### src/include/tap_defs.svh
`ifndef TAP_DEFS_SVH
`define TAP_DEFS_SVH
// Scan path lengths
`define TAP_IR_LEN        4
`define TAP_DR_LEN        32
// Instruction codes (bypass is all ones)
`define TAP_INS_EXTEST    4'h0
`define TAP_INS_SAMPLE    4'h1
`define TAP_INS_DEVICE_IDENTIFICATION    4'h2
`define TAP_INS_USERCODE  4'h3
`define TAP_INS_CHIPTAP   4'h4
`define TAP_INS_BYPASS    4'hF
// Capture pattern of the instruction path
`define TAP_IR_CAPTURE    4'h1
// Identification value layout
`define ID_VER_MSB        31
`define ID_VER_LSB        28
`define ID_PART_MSB       27
`define ID_PART_LSB       12
`define ID_MFR_MSB        11
`define ID_MFR_LSB        1
// User code layout and its source in the security word
`define UC_USER_MSB       31
`define UC_USER_LSB       22
`define UC_REV_MSB        15
`define UC_REV_LSB        0
`define SEC_USER_MSB      31
`define SEC_USER_LSB      22
`define SEC_TAP_OFF_BIT   0
`define SEC_OTP_LOCK_BIT  13
// Count of mode-select highs that forces reset
`define TAP_TMS_RESET_CNT 3'h5
`endif

### src/include/tap_pkg.sv
package tap_pkg;
  // Controller states, standard sixteen-state sequence
  typedef enum logic [3:0] {
    ST_RESET    = 4'h0, ST_IDLE     = 4'h1, ST_SEL_DR  = 4'h2,
    ST_CAP_DR   = 4'h3, ST_SHIFT_DR = 4'h4, ST_EXIT1_DR = 4'h5,
    ST_PAUSE_DR = 4'h6, ST_EXIT2_DR = 4'h7, ST_UPD_DR  = 4'h8,
    ST_SEL_IR   = 4'h9, ST_CAP_IR   = 4'hA, ST_SHIFT_IR = 4'hB,
    ST_EXIT1_IR = 4'hC, ST_PAUSE_IR = 4'hD, ST_EXIT2_IR = 4'hE,
    ST_UPD_IR   = 4'hF
  } tap_state_e;
  // Pins coming from the probe
  typedef struct packed {
    logic tck;
    logic tms;
    logic tdi;
  } probe_pins_s;
  // Answer of the inner chip-level port
  typedef struct packed {
    logic tdo;
  } inner_pins_s;
endpackage

### src/logic/tap_ident.sv
`timescale 1ns/1ns
`include "tap_defs.svh"
module tap_ident
  #(parameter int          BSR_LEN  = 8,      // Boundary cells
    parameter logic [3:0]  VERSION  = 4'h0,   // Arbitrary value
    parameter logic [15:0] PART_NUM = 16'h0001, // Arbitrary value
    parameter logic [10:0] MFR_ID   = 11'h001, // Arbitrary value
    parameter logic [15:0] SI_REV   = 16'h0001) // Arbitrary value
  (
    input  wire logic               core_clk_in,   // 250 MHz clock
    input  wire logic               rst_in,        // Async reset, high
    input  wire logic               clk_en_in,     // Freezes all state
    input  wire tap_pkg::probe_pins_s probe_in,    // Probe pins
    output logic                    tdo_out,       // Scan data out
    output logic                    tdo_oe_out,    // Data out driven
    input  wire logic [31:0]        security_in,   // Loaded from OTP
    input  wire logic [BSR_LEN-1:0] pin_in_in,     // Pin levels seen
    output logic [BSR_LEN-1:0]      pin_drv_out,   // Test pin values
    output logic                    extest_out,    // Pins under test
    output tap_pkg::probe_pins_s    inner_out,     // To inner port
    input  wire tap_pkg::inner_pins_s inner_in,    // From inner port
    output logic                    otp_access_out, // OTP path granted
    output tap_pkg::tap_state_e     state_out      // Controller state
  );
  import tap_pkg::*;

  // Refuse a boundary chain that the shared 32-bit shifter cannot hold
  if (BSR_LEN < 1 || BSR_LEN > `TAP_DR_LEN)
  begin : g_bad_bsr_len
    $error("BSR_LEN out of range");
  end

  // Three-stage synchronisers; only stages two and three are compared
  logic [2:0] tck_sync, tms_sync, tdi_sync;
  logic       tck_seen, tms_seen, tdi_seen;
  always_ff @(posedge core_clk_in or posedge rst_in)
    if (rst_in)
    begin
      tck_sync <= 3'h0;
      tms_sync <= 3'h7;
      tdi_sync <= 3'h0;
    end
    else if (clk_en_in)
    begin
      tck_sync <= {tck_sync[1:0], probe_in.tck};
      tms_sync <= {tms_sync[1:0], probe_in.tms};
      tdi_sync <= {tdi_sync[1:0], probe_in.tdi};
    end

  // A change counts once stages two and three agree
  always_ff @(posedge core_clk_in or posedge rst_in)
    if (rst_in)
    begin
      tck_seen <= 1'b0;
      tms_seen <= 1'b1;
      tdi_seen <= 1'b0;
    end
    else if (clk_en_in)
    begin
      if (tck_sync[1] == tck_sync[2]) tck_seen <= tck_sync[2];
      if (tms_sync[1] == tms_sync[2]) tms_seen <= tms_sync[2];
      if (tdi_sync[1] == tdi_sync[2]) tdi_seen <= tdi_sync[2];
    end

  // Edge strobes of the test clock
  logic tck_prev;
  always_ff @(posedge core_clk_in or posedge rst_in)
    if (rst_in)
      tck_prev <= 1'b0;
    else if (clk_en_in)
      tck_prev <= tck_seen;

  wire port_off = security_in[`SEC_TAP_OFF_BIT];
  wire tck_rise = clk_en_in & tck_seen & ~tck_prev & ~port_off;
  wire tck_fall = clk_en_in & ~tck_seen & tck_prev & ~port_off;

  // Controller next state
  tap_state_e state, next_state;
  always_comb
  begin
    unique case (state)
      ST_RESET:    next_state = tms_seen ? ST_RESET    : ST_IDLE;
      ST_IDLE:     next_state = tms_seen ? ST_SEL_DR   : ST_IDLE;
      ST_SEL_DR:   next_state = tms_seen ? ST_SEL_IR   : ST_CAP_DR;
      ST_CAP_DR:   next_state = tms_seen ? ST_EXIT1_DR : ST_SHIFT_DR;
      ST_SHIFT_DR: next_state = tms_seen ? ST_EXIT1_DR : ST_SHIFT_DR;
      ST_EXIT1_DR: next_state = tms_seen ? ST_UPD_DR   : ST_PAUSE_DR;
      ST_PAUSE_DR: next_state = tms_seen ? ST_EXIT2_DR : ST_PAUSE_DR;
      ST_EXIT2_DR: next_state = tms_seen ? ST_UPD_DR   : ST_SHIFT_DR;
      ST_UPD_DR:   next_state = tms_seen ? ST_SEL_DR   : ST_IDLE;
      ST_SEL_IR:   next_state = tms_seen ? ST_RESET    : ST_CAP_IR;
      ST_CAP_IR:   next_state = tms_seen ? ST_EXIT1_IR : ST_SHIFT_IR;
      ST_SHIFT_IR: next_state = tms_seen ? ST_EXIT1_IR : ST_SHIFT_IR;
      ST_EXIT1_IR: next_state = tms_seen ? ST_UPD_IR   : ST_PAUSE_IR;
      ST_PAUSE_IR: next_state = tms_seen ? ST_EXIT2_IR : ST_PAUSE_IR;
      ST_EXIT2_IR: next_state = tms_seen ? ST_UPD_IR   : ST_SHIFT_IR;
      ST_UPD_IR:   next_state = tms_seen ? ST_SEL_DR   : ST_IDLE;
    endcase
  end

  // The sequence guarantees reset after five highs from any state; the
  // count also forces it should the state ever be upset.
  logic [2:0] tms_high_cnt;
  always_ff @(posedge core_clk_in or posedge rst_in)
    if (rst_in)
      tms_high_cnt <= 3'h0;
    else if (tck_rise)
      tms_high_cnt <= !tms_seen ? 3'h0 :
        (tms_high_cnt == `TAP_TMS_RESET_CNT ? tms_high_cnt
                                             : tms_high_cnt + 3'h1);

  wire force_reset = tms_seen &&
                     (tms_high_cnt == `TAP_TMS_RESET_CNT - 3'h1);

  // Port disable holds the controller in reset
  always_ff @(posedge core_clk_in or posedge rst_in)
    if (rst_in)
      state <= ST_RESET;
    else if (clk_en_in && port_off)
      state <= ST_RESET;
    else if (tck_rise)
      state <= force_reset ? ST_RESET : next_state;

  // Instruction decode
  logic [`TAP_IR_LEN-1:0] ir_shift, ir;
  wire sel_id     = (ir == `TAP_INS_DEVICE_IDENTIFICATION);
  wire sel_user   = (ir == `TAP_INS_USERCODE);
  wire sel_bsr    = (ir == `TAP_INS_EXTEST) ||
                    (ir == `TAP_INS_SAMPLE);
  wire sel_inner  = (ir == `TAP_INS_CHIPTAP);
  wire otp_locked = security_in[`SEC_OTP_LOCK_BIT];

  // Capture words of the identity paths
  wire [31:0] id_word = {VERSION, PART_NUM, MFR_ID, 1'b1};
  wire [31:0] user_word = {security_in[`SEC_USER_MSB:`SEC_USER_LSB],
                           6'h00, SI_REV};

  // Instruction register
  always_ff @(posedge core_clk_in or posedge rst_in)
    if (rst_in)
    begin
      ir_shift <= `TAP_IR_CAPTURE;
      ir       <= `TAP_INS_DEVICE_IDENTIFICATION;
    end
    else if (tck_rise)
    begin
      if (state == ST_RESET)
        ir <= `TAP_INS_DEVICE_IDENTIFICATION;
      else if (state == ST_UPD_IR)
        ir <= ir_shift;
      if (state == ST_CAP_IR)
        ir_shift <= `TAP_IR_CAPTURE;
      else if (state == ST_SHIFT_IR)
        ir_shift <= {tdi_seen, ir_shift[`TAP_IR_LEN-1:1]};
    end

  // Data register: one 32-bit shifter shared by every path but the inner-port gateway
  logic [`TAP_DR_LEN-1:0] dr;
  logic [BSR_LEN-1:0]     bsr_upd;
  wire [`TAP_DR_LEN-1:0] bsr_cap = `TAP_DR_LEN'(pin_in_in);
  wire [`TAP_DR_LEN-1:0] dr_cap  = sel_id   ? id_word :
                                   sel_user ? user_word :
                                   sel_bsr  ? bsr_cap : '0;
  always_ff @(posedge core_clk_in or posedge rst_in)
    if (rst_in)
      dr <= 32'h00000000;
    else if (tck_rise)
    begin
      if (state == ST_CAP_DR)
        dr <= dr_cap;
      else if (state == ST_SHIFT_DR)
        dr <= {tdi_seen, dr[`TAP_DR_LEN-1:1]};
    end

  // Boundary update stage drives the pins under EXTEST
  always_ff @(posedge core_clk_in or posedge rst_in)
    if (rst_in)
      bsr_upd <= '0;
    else if (tck_rise && state == ST_UPD_DR && sel_bsr)
      bsr_upd <= dr[BSR_LEN-1:0];
  assign pin_drv_out = bsr_upd;
  assign extest_out  = (ir == `TAP_INS_EXTEST) && !port_off;

  // Gateway to the inner chip-level port for load, debug and OTP work
  assign otp_access_out = sel_inner && !port_off && !otp_locked;
  assign inner_out.tck  = sel_inner && !port_off && probe_in.tck;
  assign inner_out.tms  = probe_in.tms;
  assign inner_out.tdi  = probe_in.tdi;

  // Data-out changes on the falling test-clock edge
  wire shifting = (state == ST_SHIFT_DR) || (state == ST_SHIFT_IR);
  wire tdo_next = (state == ST_SHIFT_IR) ? ir_shift[0] :
                  sel_inner ? inner_in.tdo : dr[0];
  always_ff @(posedge core_clk_in or posedge rst_in)
    if (rst_in)
    begin
      tdo_out    <= 1'b0;
      tdo_oe_out <= 1'b0;
    end
    else if (clk_en_in && port_off)
      tdo_oe_out <= 1'b0;
    else if (tck_fall)
    begin
      tdo_out    <= tdo_next;
      tdo_oe_out <= shifting;
    end
  assign state_out = state;

  // Five rising edges with mode-select high end in reset
  property p_tms_reset;
    @(posedge core_clk_in) disable iff (rst_in)
      (tck_rise && force_reset) |=> (state == ST_RESET);
  endproperty
  a_tms_reset: assert property (p_tms_reset)
    else $error("controller missed forced reset");

  property p_reset_loads_id;
    @(posedge core_clk_in) disable iff (rst_in)
      (tck_rise && state == ST_RESET) |=> (ir == `TAP_INS_DEVICE_IDENTIFICATION);
  endproperty
  a_reset_loads_id: assert property (p_reset_loads_id)
    else $error("reset did not select identification");

  property p_id_capture;
    @(posedge core_clk_in) disable iff (rst_in)
      (tck_rise && state == ST_CAP_DR && sel_id) |=> (dr[0] == 1'b1);
  endproperty
  a_id_capture: assert property (p_id_capture)
    else $error("identification lowest bit not one");

  property p_user_field;
    @(posedge core_clk_in) disable iff (rst_in)
      (tck_rise && state == ST_CAP_DR && sel_user && $stable(security_in))
      |=> (dr[31:22] == security_in[31:22]);
  endproperty
  a_user_field: assert property (p_user_field)
    else $error("user field not from security word");

  property p_port_off;
    @(posedge core_clk_in) disable iff (rst_in)
      (clk_en_in && port_off) |=> (state == ST_RESET) && !tdo_oe_out;
  endproperty
  a_port_off: assert property (p_port_off)
    else $error("disabled port still active");

  property p_otp_lock;
    @(posedge core_clk_in) disable iff (rst_in)
      otp_locked |-> !otp_access_out;
  endproperty
  a_otp_lock: assert property (p_otp_lock)
    else $error("OTP reachable while locked");

  property p_tdo_on_fall;
    @(posedge core_clk_in) disable iff (rst_in)
      !tck_fall |=> $stable(tdo_out) || $past(port_off);
  endproperty
  a_tdo_on_fall: assert property (p_tdo_on_fall)
    else $error("data-out moved off the falling edge");

  property p_dr_shift;
    @(posedge core_clk_in) disable iff (rst_in)
      (tck_rise && state == ST_SHIFT_DR)
      |=> (dr[30:0] == $past(dr[31:1]));
  endproperty
  a_dr_shift: assert property (p_dr_shift)
    else $error("data path did not shift by one");
endmodule // tap_ident

### config.mk
export PLATFORM = sky130hd
export DESIGN_NAME = tap_ident
export DESIGN_NICKNAME = d
export VERILOG_FILES = /design/src/include/tap_pkg.sv /design/src/logic/tap_ident.sv
export VERILOG_INCLUDE_DIRS = /design/src /design/src/include
export SDC_FILE = /design/constraint.sdc
export NUM_CORES = 1
export LEC_CHECK = 0
export ABC_AREA = 1
export BUFFER_PORTS_ARGS = -buffer_cell sky130_fd_sc_hd__buf_4
export CORE_UTILIZATION = 50
export DETAILED_ROUTE_END_ITERATION = 7
export PLACE_DENSITY = 0.76
export SLEW_MARGIN = 0
export SYNTH_ARGS = -nofsm -noshare
export SYNTH_HDL_FRONTEND = slang
export SYNTH_SLANG_ARGS = --single-unit
### constraint.sdc
create_clock -name core_clk_in -period 2.03 [get_ports core_clk_in]
set_input_delay 0.3045 -clock core_clk_in [delete_from_list [all_inputs] [get_ports core_clk_in]]
set_output_delay 0.3045 -clock core_clk_in [all_outputs]
set_load 0.03 [all_outputs]
==> summary.txt, run 1 <==
Pwr
  – Switching share of power: 27.5%
  – Cell Int Power: 2.40 mW
  – Seq pwr share: 47.6%
  – Cell area power density: 799 nW/um2
  – Maximum vdd drop: 424 uV
  – Clock Power Share: 37.9%
  – Lkg Pwr: 2.01 nW
  – Switching power: 0.909 mW
  – Power share of the combinational group: 14.5%

Synthesis
  – Gate count of the mapped netlist: 448
  – Top-area cell type share of the netlist area: 44.9%
  – Adder-cell area share of the yosys netlist: 1.05%
  – Register area share after synthesis: 49.3%
  – Post-Synth Simple-Gate Area: 29.3%
  – Avg Cell Area, Syn: 7.96 um2
  – Synth Area in XOR/XNOR: 0.246%
  – Synthesized flop and latch total: 70
  – Largest cells by area after synthesis: dfrtp_1 45%, nand2_1 18%, dfstp_2 4.4%
  – Mux cell area share after synthesis: 0%
  – Post-Syn Nets: 498
  – Dominant cell type by area after synthesis: dfrtp_1
  – Synth cell types: 30
  – Dominant combinational cell family by area after synthesis: simple AND/OR/NAND/NOR gates
  – Synth Warn #: 0
  – Cell Area, Synth: 3570 um2
  – Synth Area in Compound Gates: 11.2%

GRT
  – First-pass GRT wire length: 12.5 mm
  – Largest net degree at the start of global routing: 47
  – Initial antenna violation count: 0
  – Overflow after GRT: 0
  – Vias in the first global route: 2797
  – Gr usage total: 21.8%

Detailed routing
  – Number of remaining DRC errors: 0
  – Vias: 3000
  – Post-Route WL: 7.17 mm
  – First-pass iteration count of the detailed router: 5
  – Initial DRC count: 195
  – DR WL/cell: 12.1 um
  – DR vias/cell: 5.06
  – Post-route ant nets: 0

Clock tree
  – CTS tree: built
  – CTS Sinks: 70
  – CTS Buffer Depth: 2
  – Clock Pin Slew Worst Setup and Hold Paths: 0.07 ns
  – Post-CTS Resized: 0
  – Post-CTS setup buffer count: 0
  – Clk Latency, worst-skew pair: 0.35 ns
  – Hold Buf Count CTS: 0
  – CTS buffer count: 9
  – Clk root buf: clkbuf_8
  – Htree depth: 3

Floorplanning
  – Starting density of the core: 52.2%
  – Die height: 86.5 um
  – Chip Width: 86.5 um
  – Ports: 66
  – Row count: 30
  – Core area: 6830 um2
  – DIE AREA: 7480 um2

STA
  – Slew Viols, Final: 0
  – Post-route setup TNS: 0 ns
  – Hold Vio Cnt, Final: 0
  – Max Freq: 568 MHz
  – Crit path time final: 1.76 ns
  – RSZ-0062 raised after global routing: false
  – Max_slew headroom: 52.2%
  – Fin crit share: 86.8%
  – Min Hold Slack: 0.0707 ns
  – Setup violation total in the final timing report: 0
  – Worst-Margin Slew: 0.715 ns
  – Final Skew: 0.00497 ns

Setup path
  – Crit path max-delay family: simple AND/OR/NAND/NOR gates
  – Buf/Inv on CP: 1
  – Most used cell along the critical path: nor2_1
  – Critical Path RT: 1.73 ns
  – FF-to-FF Start: state_out[2]$_DFFE_PP0P_
  – CP Launch Type: register
  – Critical path class: reg -> out
  – RR Endpoint: dr[12]$_DFFE_PP0P_
  – Worst setup EP type: output pin
  – WP data arrival: 1.46 ns
  – Max FO, Critical Path: 4
  – R2R Setup Slk: 0.32 ns
  – Worst Setup SP: ir[0]$_DFFE_PP0P_
  – R2R depth: 7
  – Capture point of the worst path: inner_out[2]
  – CP max stage delay: 0.42 ns
  – Stages on the worst setup path: 4
  – CP max stage cell: dfrtp_1
  – Critical-path cell list: nor2_1 > nand4_1 > nor2_1 > buf_4

Finish
  – Fill cells: 650
  – # nets final: 542
  – Register Area: 1760 um2
  – Commonest cells after routing, fill and taps aside: 170 x nand2_1, 64 x dfrtp_1, 50 x buf_4
  – Post-route cell area: 4140 um2
  – Final core occ: 60.6%
  – Commonest non-fill, non-tap cell in the layout: nand2_1
  – Share of layout cells above drive strength 1: 18.5%
  – Multi-input gate area: 1490 um2
  – Synth-to-layout area growth: 16.1%
  – # diodes: 0

Place
  – Routability cong.: 0.900
  – DP HPWL: 4.93 mm
  – DP Area: 3930 um2
  – Port Buffers: 45

Min path
  – Worst Hold Class: in -> async

Run
  – Max Cap Violations: 0

Run status
  – Status: complete, no violations
-- worst reg2reg max path: cells and delay by family (launching register included) --
family | cells | cell delay [ns]
AND/OR/NAND/NOR | 5 | 0.82
flip-flops | 1 | 0.51
AO/OA/AOI/OAI | 1 | 0.11
buffers and inverters | 1 | 0.19
-- final cells by class --
type | instances | share of cell area, %
clock inverter | 3 | 1.63
sequential | 70 | 42.5
tap | 96 | 2.90
clock buffer | 13 | 3.60
inverter | 37 | 3.81
multi-input combinational | 323 | 36.0
timing repair buffer | 51 | 9.55
-- synth_stat cells, drive strengths merged --
library cell,n
nand2,176
clkbuf,2
nand4,2
dfstp,6
nor3,1
ha,3
nand3b,1
nor2,39
a21oi,15
xnor2,1
o31ai,1
nand3,21
a31oi,2
o21ai,61
inv,37
buf,16
dfrtp,64
-- worst min path at each step --
stage,startpoint,endpoint,depth (start not counted)
finish,rst_in,ir[0]$_DFFE_PP0P_,2
global route,rst_in,dr[11]$_DFFE_PP0P_,2
CTS,rst_in,ir[0]$_DFFE_PP0P_,2
detailed placement,tms_sync[0]$_DFFE_PP1P_,tms_sync[0]$_DFFE_PP1P_,2
global placement,tms_sync[0]$_DFFE_PP1P_,tms_sync[0]$_DFFE_PP1P_,2
floorplan,probe_in[1],tms_sync[0]$_DFFE_PP1P_,2
-- sequential cells by signal, summed over array words and instances (netlist names), 3 cells and up --
register,count
dr,32
ir,4
ir_shift,4
pin_drv_out,8
state_out,4
tck_sync,3
tdi_sync,3
tms_high_cnt,3
tms_sync,3
-- power groups by stage --
stage | logic (mW) | clock network, mW | registers, mW
4_1_cts | 0.482 | 1.28 | 1.57
3_3_place_gp | 0.463 | 0 | 1.59
6_report | 0.481 | 1.25 | 1.57
5_1_grt | 0.546 | 1.34 | 1.59
2_1_floorplan | 0.299 | 0 | 1.61
3_5_place_dp | 0.480 | 0 | 1.60
-- logic make-up after synthesis --
logic type	Yosys count
flip-flops	70
XOR/XNOR	1
AND/OR/NAND/NOR	240
buffers and inverters	55
adder cells (fa/ha/maj)	3
AO/OA/AOI/OAI	79
-- routing by layer --
layer,global-route usage [%],vias up,part of all wire (%)
met5,0,-,0
met4,9.24,0,1.9
met3,4.86,15,5.8
met2,33.6,90,45
met1,29.8,1384,47
li1,-,1511,-
-- metrics by stage --
step	worst slack [ns]	power, mW	instances
6_report	0.268	3.31	593
2_1_floorplan	0.472	1.91	448
5_1_grt	0.122	3.47	593
4_1_cts	0.258	3.33	593
3_5_place_dp	0.331	2.08	577
3_3_place_gp	0.355	2.06	577
(Power assumes the default switching activity.)
==> inputs of run 2 (changes only) <==
HOLD_SLACK_MARGIN = 0.1   (was not set)
RECOVER_POWER = 100   (was not set)
==> run 2 against run 1 <==
Net effect:
- highest routed layer unchanged
- total power shrank 0.80%
- critical path depth stayed put
- first-iteration DRC count down 27%
- largest cell class unchanged
- utilization is 1.5 points lower
- count of clock-buffer cells in the layout did not move
- sequential share of layout area rose by 1.1 points
- worst setup slack worse by 0.12 ns
- sequential power about the same
- final area decreased by 2.4%
- sequential cell count is the same
==> summary.txt, run 2 (synthesis gave the netlist of run 1 again) <==
Finish
  – Register Area: 1760 um2 (unchanged)
  – Commonest non-fill, non-tap cell in the layout: nand2_1
  – Fill cells: 686 (+5.5%)
  – Biggest register: dr
  – Share of layout cells above drive strength 1: 12.7% (-5.9 points)
  – Synth-to-layout area growth: 13.3%
  – # diodes: 0 (unchanged)
  – Final core occ: 59.1% (-1.5 points)
  – Post-route cell area: 4040 um2 (-2.4%)
  – # nets final: 543 (+0.18%)
  – Commonest cells after routing, fill and taps aside: 172 x nand2_1, 64 x dfrtp_1, 53 x o21ai_0
  – Fin cells: 594 (+0.17%)
  – Max FFs per register: 32 (unchanged)
  – Multi-input gate area: 1480 um2 (-1.0%)

Run
  – Max Cap Violations: 0 (unchanged)

GRT
  – Met2 usage: 33.7% (+0.072 points)
  – Largest net degree at the start of global routing: 47 (unchanged)
  – GR peak layer: met2
  – Overflow after GRT: 0 (unchanged)
  – Vias in the first global route: 2803 (+0.21%)
  – First-pass GRT wire length: 12.5 mm (+0.11%)
  – M3 GR Usage: 4.86% (unchanged)
  – Grt met1 use: 29.8% (unchanged)
  – Gr usage total: 21.8% (about the same)
  – Initial antenna violation count: 0 (unchanged)

Setup path
  – Most used cell along the critical path: nor2_1
  – R2R depth: 9 (+2)
  – Critical-path cell list: nor2_1 > nand4_1 > nor2_1 > clkbuf_1
  – Max FO, Critical Path: 4 (unchanged)
  – CP max stage cell: dfrtp_1
  – Critical path class: reg -> out
  – Crit path max-delay family: simple AND/OR/NAND/NOR gates
  – CP max stage delay: 0.42 ns (about the same)
  – R2R Setup Slk: 0.26 ns (-0.06 ns)
  – CP Launch Type: register
  – RR Endpoint: state_out[0]$_DFFE_PP0P_
  – WP data arrival: 1.58 ns (+0.12 ns)
  – Critical Path RT: 1.73 ns (about the same)
  – Buf/Inv on CP: 1 (unchanged)
  – FF-to-FF Start: state_out[0]$_DFFE_PP0P_
  – Worst setup EP type: output pin

Pwr
  – Final Power: 3.28 mW (-0.80%)
  – Cell area power density: 812 nW/um2 (+1.7%)
  – Maximum vdd drop: 397 uV (-6.5%)
  – Lkg Pwr: 1.94 nW (-3.6%)

Place
  – DP HPWL: 4.93 mm (unchanged)
  – DP Worst Slack: 0.331 ns (unchanged)
  – Routability cong.: 0.900 (unchanged)
  – Post-Place Cells: 577 (unchanged)
  – Port Buffers: 45 (unchanged)
  – DP Area: 3930 um2 (unchanged)

Clock tree
  – Clock Pin Slew Worst Setup and Hold Paths: 0.07 ns (about the same)
  – CTS tree: built
  – CTS buffer count: 9 (unchanged)
  – Post-CTS Resized: 0 (unchanged)
  – Post-CTS setup buffer count: 0 (unchanged)
  – CTS Buffer Depth: 2 (unchanged)
  – Htree depth: 3 (unchanged)
  – CTS Sinks: 70 (unchanged)
  – Hold Buf Count CTS: 1 (+1)
  – Clk root buf: clkbuf_8
  – Clk Latency, worst-skew pair: 0.35 ns (about the same)

Min path
  – Hold Path Depth: 3
  – Hold EP: tms_sync[0]$_DFFE_PP1P_
  – Worst Hold Launch: probe_in[1]
  – Worst Hold Class: in -> reg

Detailed routing
  – Vias: 2997 (-0.10%)
  – Initial DRC count: 142 (-27%)
  – Post-route ant nets: 0 (unchanged)
  – Number of remaining DRC errors: 0 (unchanged)
  – First-pass iteration count of the detailed router: 4 (-1)
  – DR WL/cell: 12.1 um (about the same)
  – DR vias/cell: 5.05 (-0.27%)
  – Post-Route WL: 7.19 mm (+0.21%)

STA
  – Fin crit share: 92.7% (+5.9 points)
  – Worst-Margin Slew: 0.674 ns (-0.0406 ns)
  – Slew Viols, Final: 0 (unchanged)
  – Final Skew: 0.00516 ns (+0.000189 ns)
  – Max Freq: 531 MHz (-6.4%)
  – RSZ-0062 raised after global routing: false
  – Post-route setup TNS: 0 ns (unchanged)
  – Hold Vio Cnt, Final: 0 (unchanged)
  – Max_slew headroom: 54.9% (+2.7 points)
  – Setup violation total in the final timing report: 0 (unchanged)
  – Min Hold Slack: 0.163 ns (+0.0928 ns)
  – Crit path time final: 1.88 ns (+0.121 ns)
  – Final WS setup: 0.148 ns (-0.121 ns)

Floorplanning
  – Starting density of the core: 52.2% (unchanged)
  – Die height: 86.5 um (unchanged)
  – Row count: 30 (unchanged)
  – Core area: 6830 um2 (unchanged)
  – Ports: 66 (unchanged)
  – Chip Width: 86.5 um (unchanged)
  – DIE AREA: 7480 um2 (unchanged)

Run status
  – Status: complete, no violations
## run 2: how the worst max path moves through the flow
stage                     cells after the start                startpoint            endpoint
after CTS                                     4         ir[0]$_DFFE_PP0P_        inner_out[2]
after detailed placement                      7  state_out[2]$_DFFE_PP0P_   dr[8]$_DFFE_PP0P_
after global placement                        7  state_out[2]$_DFFE_PP0P_   dr[8]$_DFFE_PP0P_
after floorplan                              10  state_out[1]$_DFFE_PP0P_  dr[31]$_DFFE_PP0P_
final                                         4         ir[0]$_DFFE_PP0P_      otp_access_out
after global routing                          4         ir[0]$_DFFE_PP0P_      otp_access_out
## run 2: worst register-to-register path, cell delays in order (launching register included)
cell      delay [ns]
dfrtp_1         0.47
clkbuf_1        0.44
inv_1           0.11
nor2_1          0.21
nand2_1         0.11
nand3_1         0.11
nand3_1         0.09
nand2_1         0.09
inv_1           0.04
nand2_1         0.04
## run 2: final cells by class
| class | count | area share, % |
|---|---|---|
| well taps | 96 | 2.97 |
| clock buffers | 13 | 3.69 |
| repair buffers | 52 | 7.65 |
| flip-flops and latches | 70 | 43.5 |
| multi-input cells | 323 | 36.6 |
| inverters | 37 | 3.90 |
| clock inverters | 3 | 1.67 |
## run 2: power by group
group          internal, mW  total (mW)  switching, mW
Sequential             1.50        1.57         0.0750
Clock                 0.728        1.26          0.528
Combinational         0.149       0.454          0.305
## run 2: per-layer routing
layer	vias up	share of wire, %
met5	-	0
met1	1390	48
li1	1511	-
met2	85	46
met3	11	5.0
met4	0	1.5
==> inputs of run 3 (changes only) <==
CORE_UTILIZATION = 45   (was 50)
CTS_BUF_LIST = sky130_fd_sc_hd__clkbuf_8   (was not set)
PLACE_DENSITY = 0.69   (was 0.76)
==> run 3 against run 2 <==
Net effect:
- utilization fell by 7.2 points
- routed wire length fell by 1.2%
- worst hold slack got worse by 0.0026 ns
- count of clock-buffer cells in the layout fell by 4
- clock skew rose by 0.010 ns
- final cell count rose by 0.67%
- sequential share of layout area rose by 0.48 points
- sequential cell count did not move
- register-to-register slack barely moved
- critical path type unchanged
- first-iteration DRC count rose by 24%
- clock power fell by 14%
- final area fell by 1.1%
==> summary.txt, run 3 (synthesis gave the netlist of run 1 again) <==
Run status
  – Status: complete, no violations

Floorplanning
  – Die height: 91.0 um (+5.3%)
  – DIE AREA: 8290 um2 (+11%)
  – Core area: 7690 um2 (+13%)
  – Row count: 32 (+6.7%)
  – Starting density of the core: 46.4% (-5.8 points)
  – Ports: 66 (unchanged)
  – Chip Width: 91.0 um (+5.3%)

Place
  – DP Area: 3920 um2 (-0.19%)
  – DP Worst Slack: 0.252 ns (-0.0796 ns)
  – Port Buffers: 45 (unchanged)
  – DP HPWL: 4.93 mm (-0.13%)
  – Routability cong.: 0.844 (-6.3%)

Finish
  – Synth-to-layout area growth: 12.0%
  – Post-route cell area: 4000 um2 (-1.1%)
  – Biggest register: dr
  – Share of layout cells above drive strength 1: 13.5% (+0.86 points)
  – Max FFs per register: 32 (unchanged)
  – Commonest cells after routing, fill and taps aside: 172 x nand2_1, 64 x dfrtp_1, 51 x o21ai_0
  – # diodes: 0 (unchanged)
  – Commonest non-fill, non-tap cell in the layout: nand2_1
  – # nets final: 541 (-0.37%)

Setup path
  – Capture point of the worst path: otp_access_out
  – CP max stage cell: dfrtp_1
  – FF-to-FF Start: state_out[1]$_DFFE_PP0P_
  – Stages on the worst setup path: 4 (unchanged)
  – Critical path class: reg -> out
  – Critical Path RT: 1.73 ns (about the same)
  – Worst setup EP type: output pin
  – Crit path max-delay family: simple AND/OR/NAND/NOR gates
  – CP Launch Type: register
  – Most used cell along the critical path: nor2_1
  – Max FO, Critical Path: 4 (unchanged)
  – RR Endpoint: dr[1]$_DFFE_PP0P_
  – CP max stage delay: 0.42 ns (about the same)
  – Critical-path cell list: nor2_1 > nand4_1 > nor2_1 > clkbuf_1
  – WP data arrival: 1.53 ns (-0.05 ns)
  – Buf/Inv on CP: 1 (unchanged)
  – R2R Setup Slk: 0.25 ns (about the same)
  – Worst Setup SP: ir[0]$_DFFE_PP0P_
  – R2R depth: 7 (-2)

Clock tree
  – Clk Latency, worst-skew pair: 0.35 ns (about the same)
  – Post-CTS setup buffer count: 0 (unchanged)
  – CTS tree: built
  – CTS buffer count: 9 (unchanged)
  – Htree depth: 3 (unchanged)
  – Clock Pin Slew Worst Setup and Hold Paths: 0.08 ns (about the same)
  – CTS Sinks: 70 (unchanged)
  – Clk root buf: clkbuf_8
  – CTS Buffer Depth: 2 (unchanged)
  – Post-CTS Resized: 0 (unchanged)
  – Hold Buf Count CTS: 1 (unchanged)

Detailed routing
  – Initial DRC count: 176 (+24%)
  – DR vias/cell: 4.91 (-2.7%)
  – DR WL/cell: 11.9 um (-1.9%)
  – Post-route ant nets: 0 (unchanged)
  – Vias: 2936 (-2.0%)
  – Post-Route WL: 7.10 mm (-1.2%)
  – Number of remaining DRC errors: 0 (unchanged)
  – First-pass iteration count of the detailed router: 4 (unchanged)

Pwr
  – Lkg Pwr: 1.92 nW (-1.1%)
  – Switching share of power: 31.6% (+4.0 points)
  – Clock Power Share: 35.0% (-3.3 points)
  – Maximum vdd drop: 446 uV (+12%)
  – Seq pwr share: 50.8% (+2.9 points)
  – Switching power: 0.977 mW (+7.6%)
  – Cell area power density: 773 nW/um2 (-4.8%)
  – Cell Int Power: 2.11 mW (-11%)
  – Power share of the combinational group: 14.2% (+0.4 points)

STA
  – Setup violation total in the final timing report: 0 (unchanged)
  – RSZ-0062 raised after global routing: false
  – Final Skew: 0.0154 ns (+0.0102 ns)
  – Post-route setup TNS: 0 ns (unchanged)
  – Final WS setup: 0.198 ns (+0.0501 ns)
  – Max Freq: 546 MHz (+2.7%)
  – Max_slew headroom: 54.9% (-0.074 points)
  – Fin crit share: 90.3% (-2.5 points)
  – Hold Vio Cnt, Final: 0 (unchanged)
  – Crit path time final: 1.83 ns (-0.0501 ns)
  – Worst-Margin Slew: 0.673 ns (-0.00117 ns)
  – Slew Viols, Final: 0 (unchanged)
  – Min Hold Slack: 0.161 ns (-0.00256 ns)

Min path
  – Worst Hold Class: in -> reg
  – Hold Path Depth: 3 (unchanged)

Run
  – Max Cap Violations: 0 (unchanged)

GRT
  – Gr usage total: 18.7% (-3.0 points)
  – Initial antenna violation count: 0 (unchanged)
  – Vias in the first global route: 2689 (-4.1%)
  – Overflow after GRT: 0 (unchanged)
  – Largest net degree at the start of global routing: 47 (unchanged)
  – First-pass GRT wire length: 12.5 mm (-0.49%)
[run 3: cell types whose count changed in the layout (fill, tap and decap cells not counted), sizes merged]
cell / change
bufinv: -2
clkinvlp: +1
inv: +5
clkbuf: -6
[run 3: per-stage QoR]
| stage | utilization (%) | power (mW) | std cells |
|---|---|---|---|
| final | 52.0 | 3.09 | 598 |
| after global placement | 51.0 | 2.06 | 581 |
| after global routing | 52.0 | 3.26 | 598 |
| after floorplan | - | 1.91 | 448 |
| after CTS | 53.5 | 3.15 | 598 |
| after detailed placement | 51.0 | 2.07 | 581 |
[run 3: worst min path at each step]
stage	startpoint	endpoint	slack, ns
after floorplan	probe_in[1]	tms_sync[0]$_DFFE_PP1P_	0.40
after global routing	probe_in[0]	tdi_sync[0]$_DFFE_PP0P_	0.17
after global placement	rst_in	pin_drv_out[7]$_DFFE_PP0P_	0.30
after detailed placement	rst_in	pin_drv_out[7]$_DFFE_PP0P_	0.30
final	probe_in[0]	tdi_sync[0]$_DFFE_PP0P_	0.16
after CTS	probe_in[1]	tms_sync[0]$_DFFE_PP1P_	0.16
[run 3: per-layer routing]
metal  wire length [um]  part of all wire, %  GRT usage, %
met2               3130                   44          28.3
met5                  0                    0             0
met3                346                  4.9          4.19
met1               3530                   50          26.4
met4                 96                  1.4          6.88
[run 3: area by class of cell]
| class | instances | area (um2) |
|---|---|---|
| fill | 794 | 3690 |
| clock inverter | 7 | 61.3 |
| sequential | 70 | 1760 |
| timing repair buffer | 50 | 318 |
| tap | 102 | 128 |
| clock buffer | 9 | 124 |
| multi-input combinational | 323 | 1450 |
| inverter | 37 | 155 |
[run 3: worst register-to-register path: cells and delay by family (launching register included)]
kind            cells  cell delay, ns
simple gates        5            0.91
flops               1            0.50
buf+inv             1            0.18
compound gates      1            0.13
[run 3: power by group through the flow]
stage	registers, mW	logic (mW)	clock network (mW)
after floorplan	1.61	0.299	0
after global placement	1.60	0.464	0
after detailed placement	1.60	0.472	0
after CTS	1.57	0.474	1.10
after global routing	1.58	0.513	1.16
final	1.57	0.440	1.08
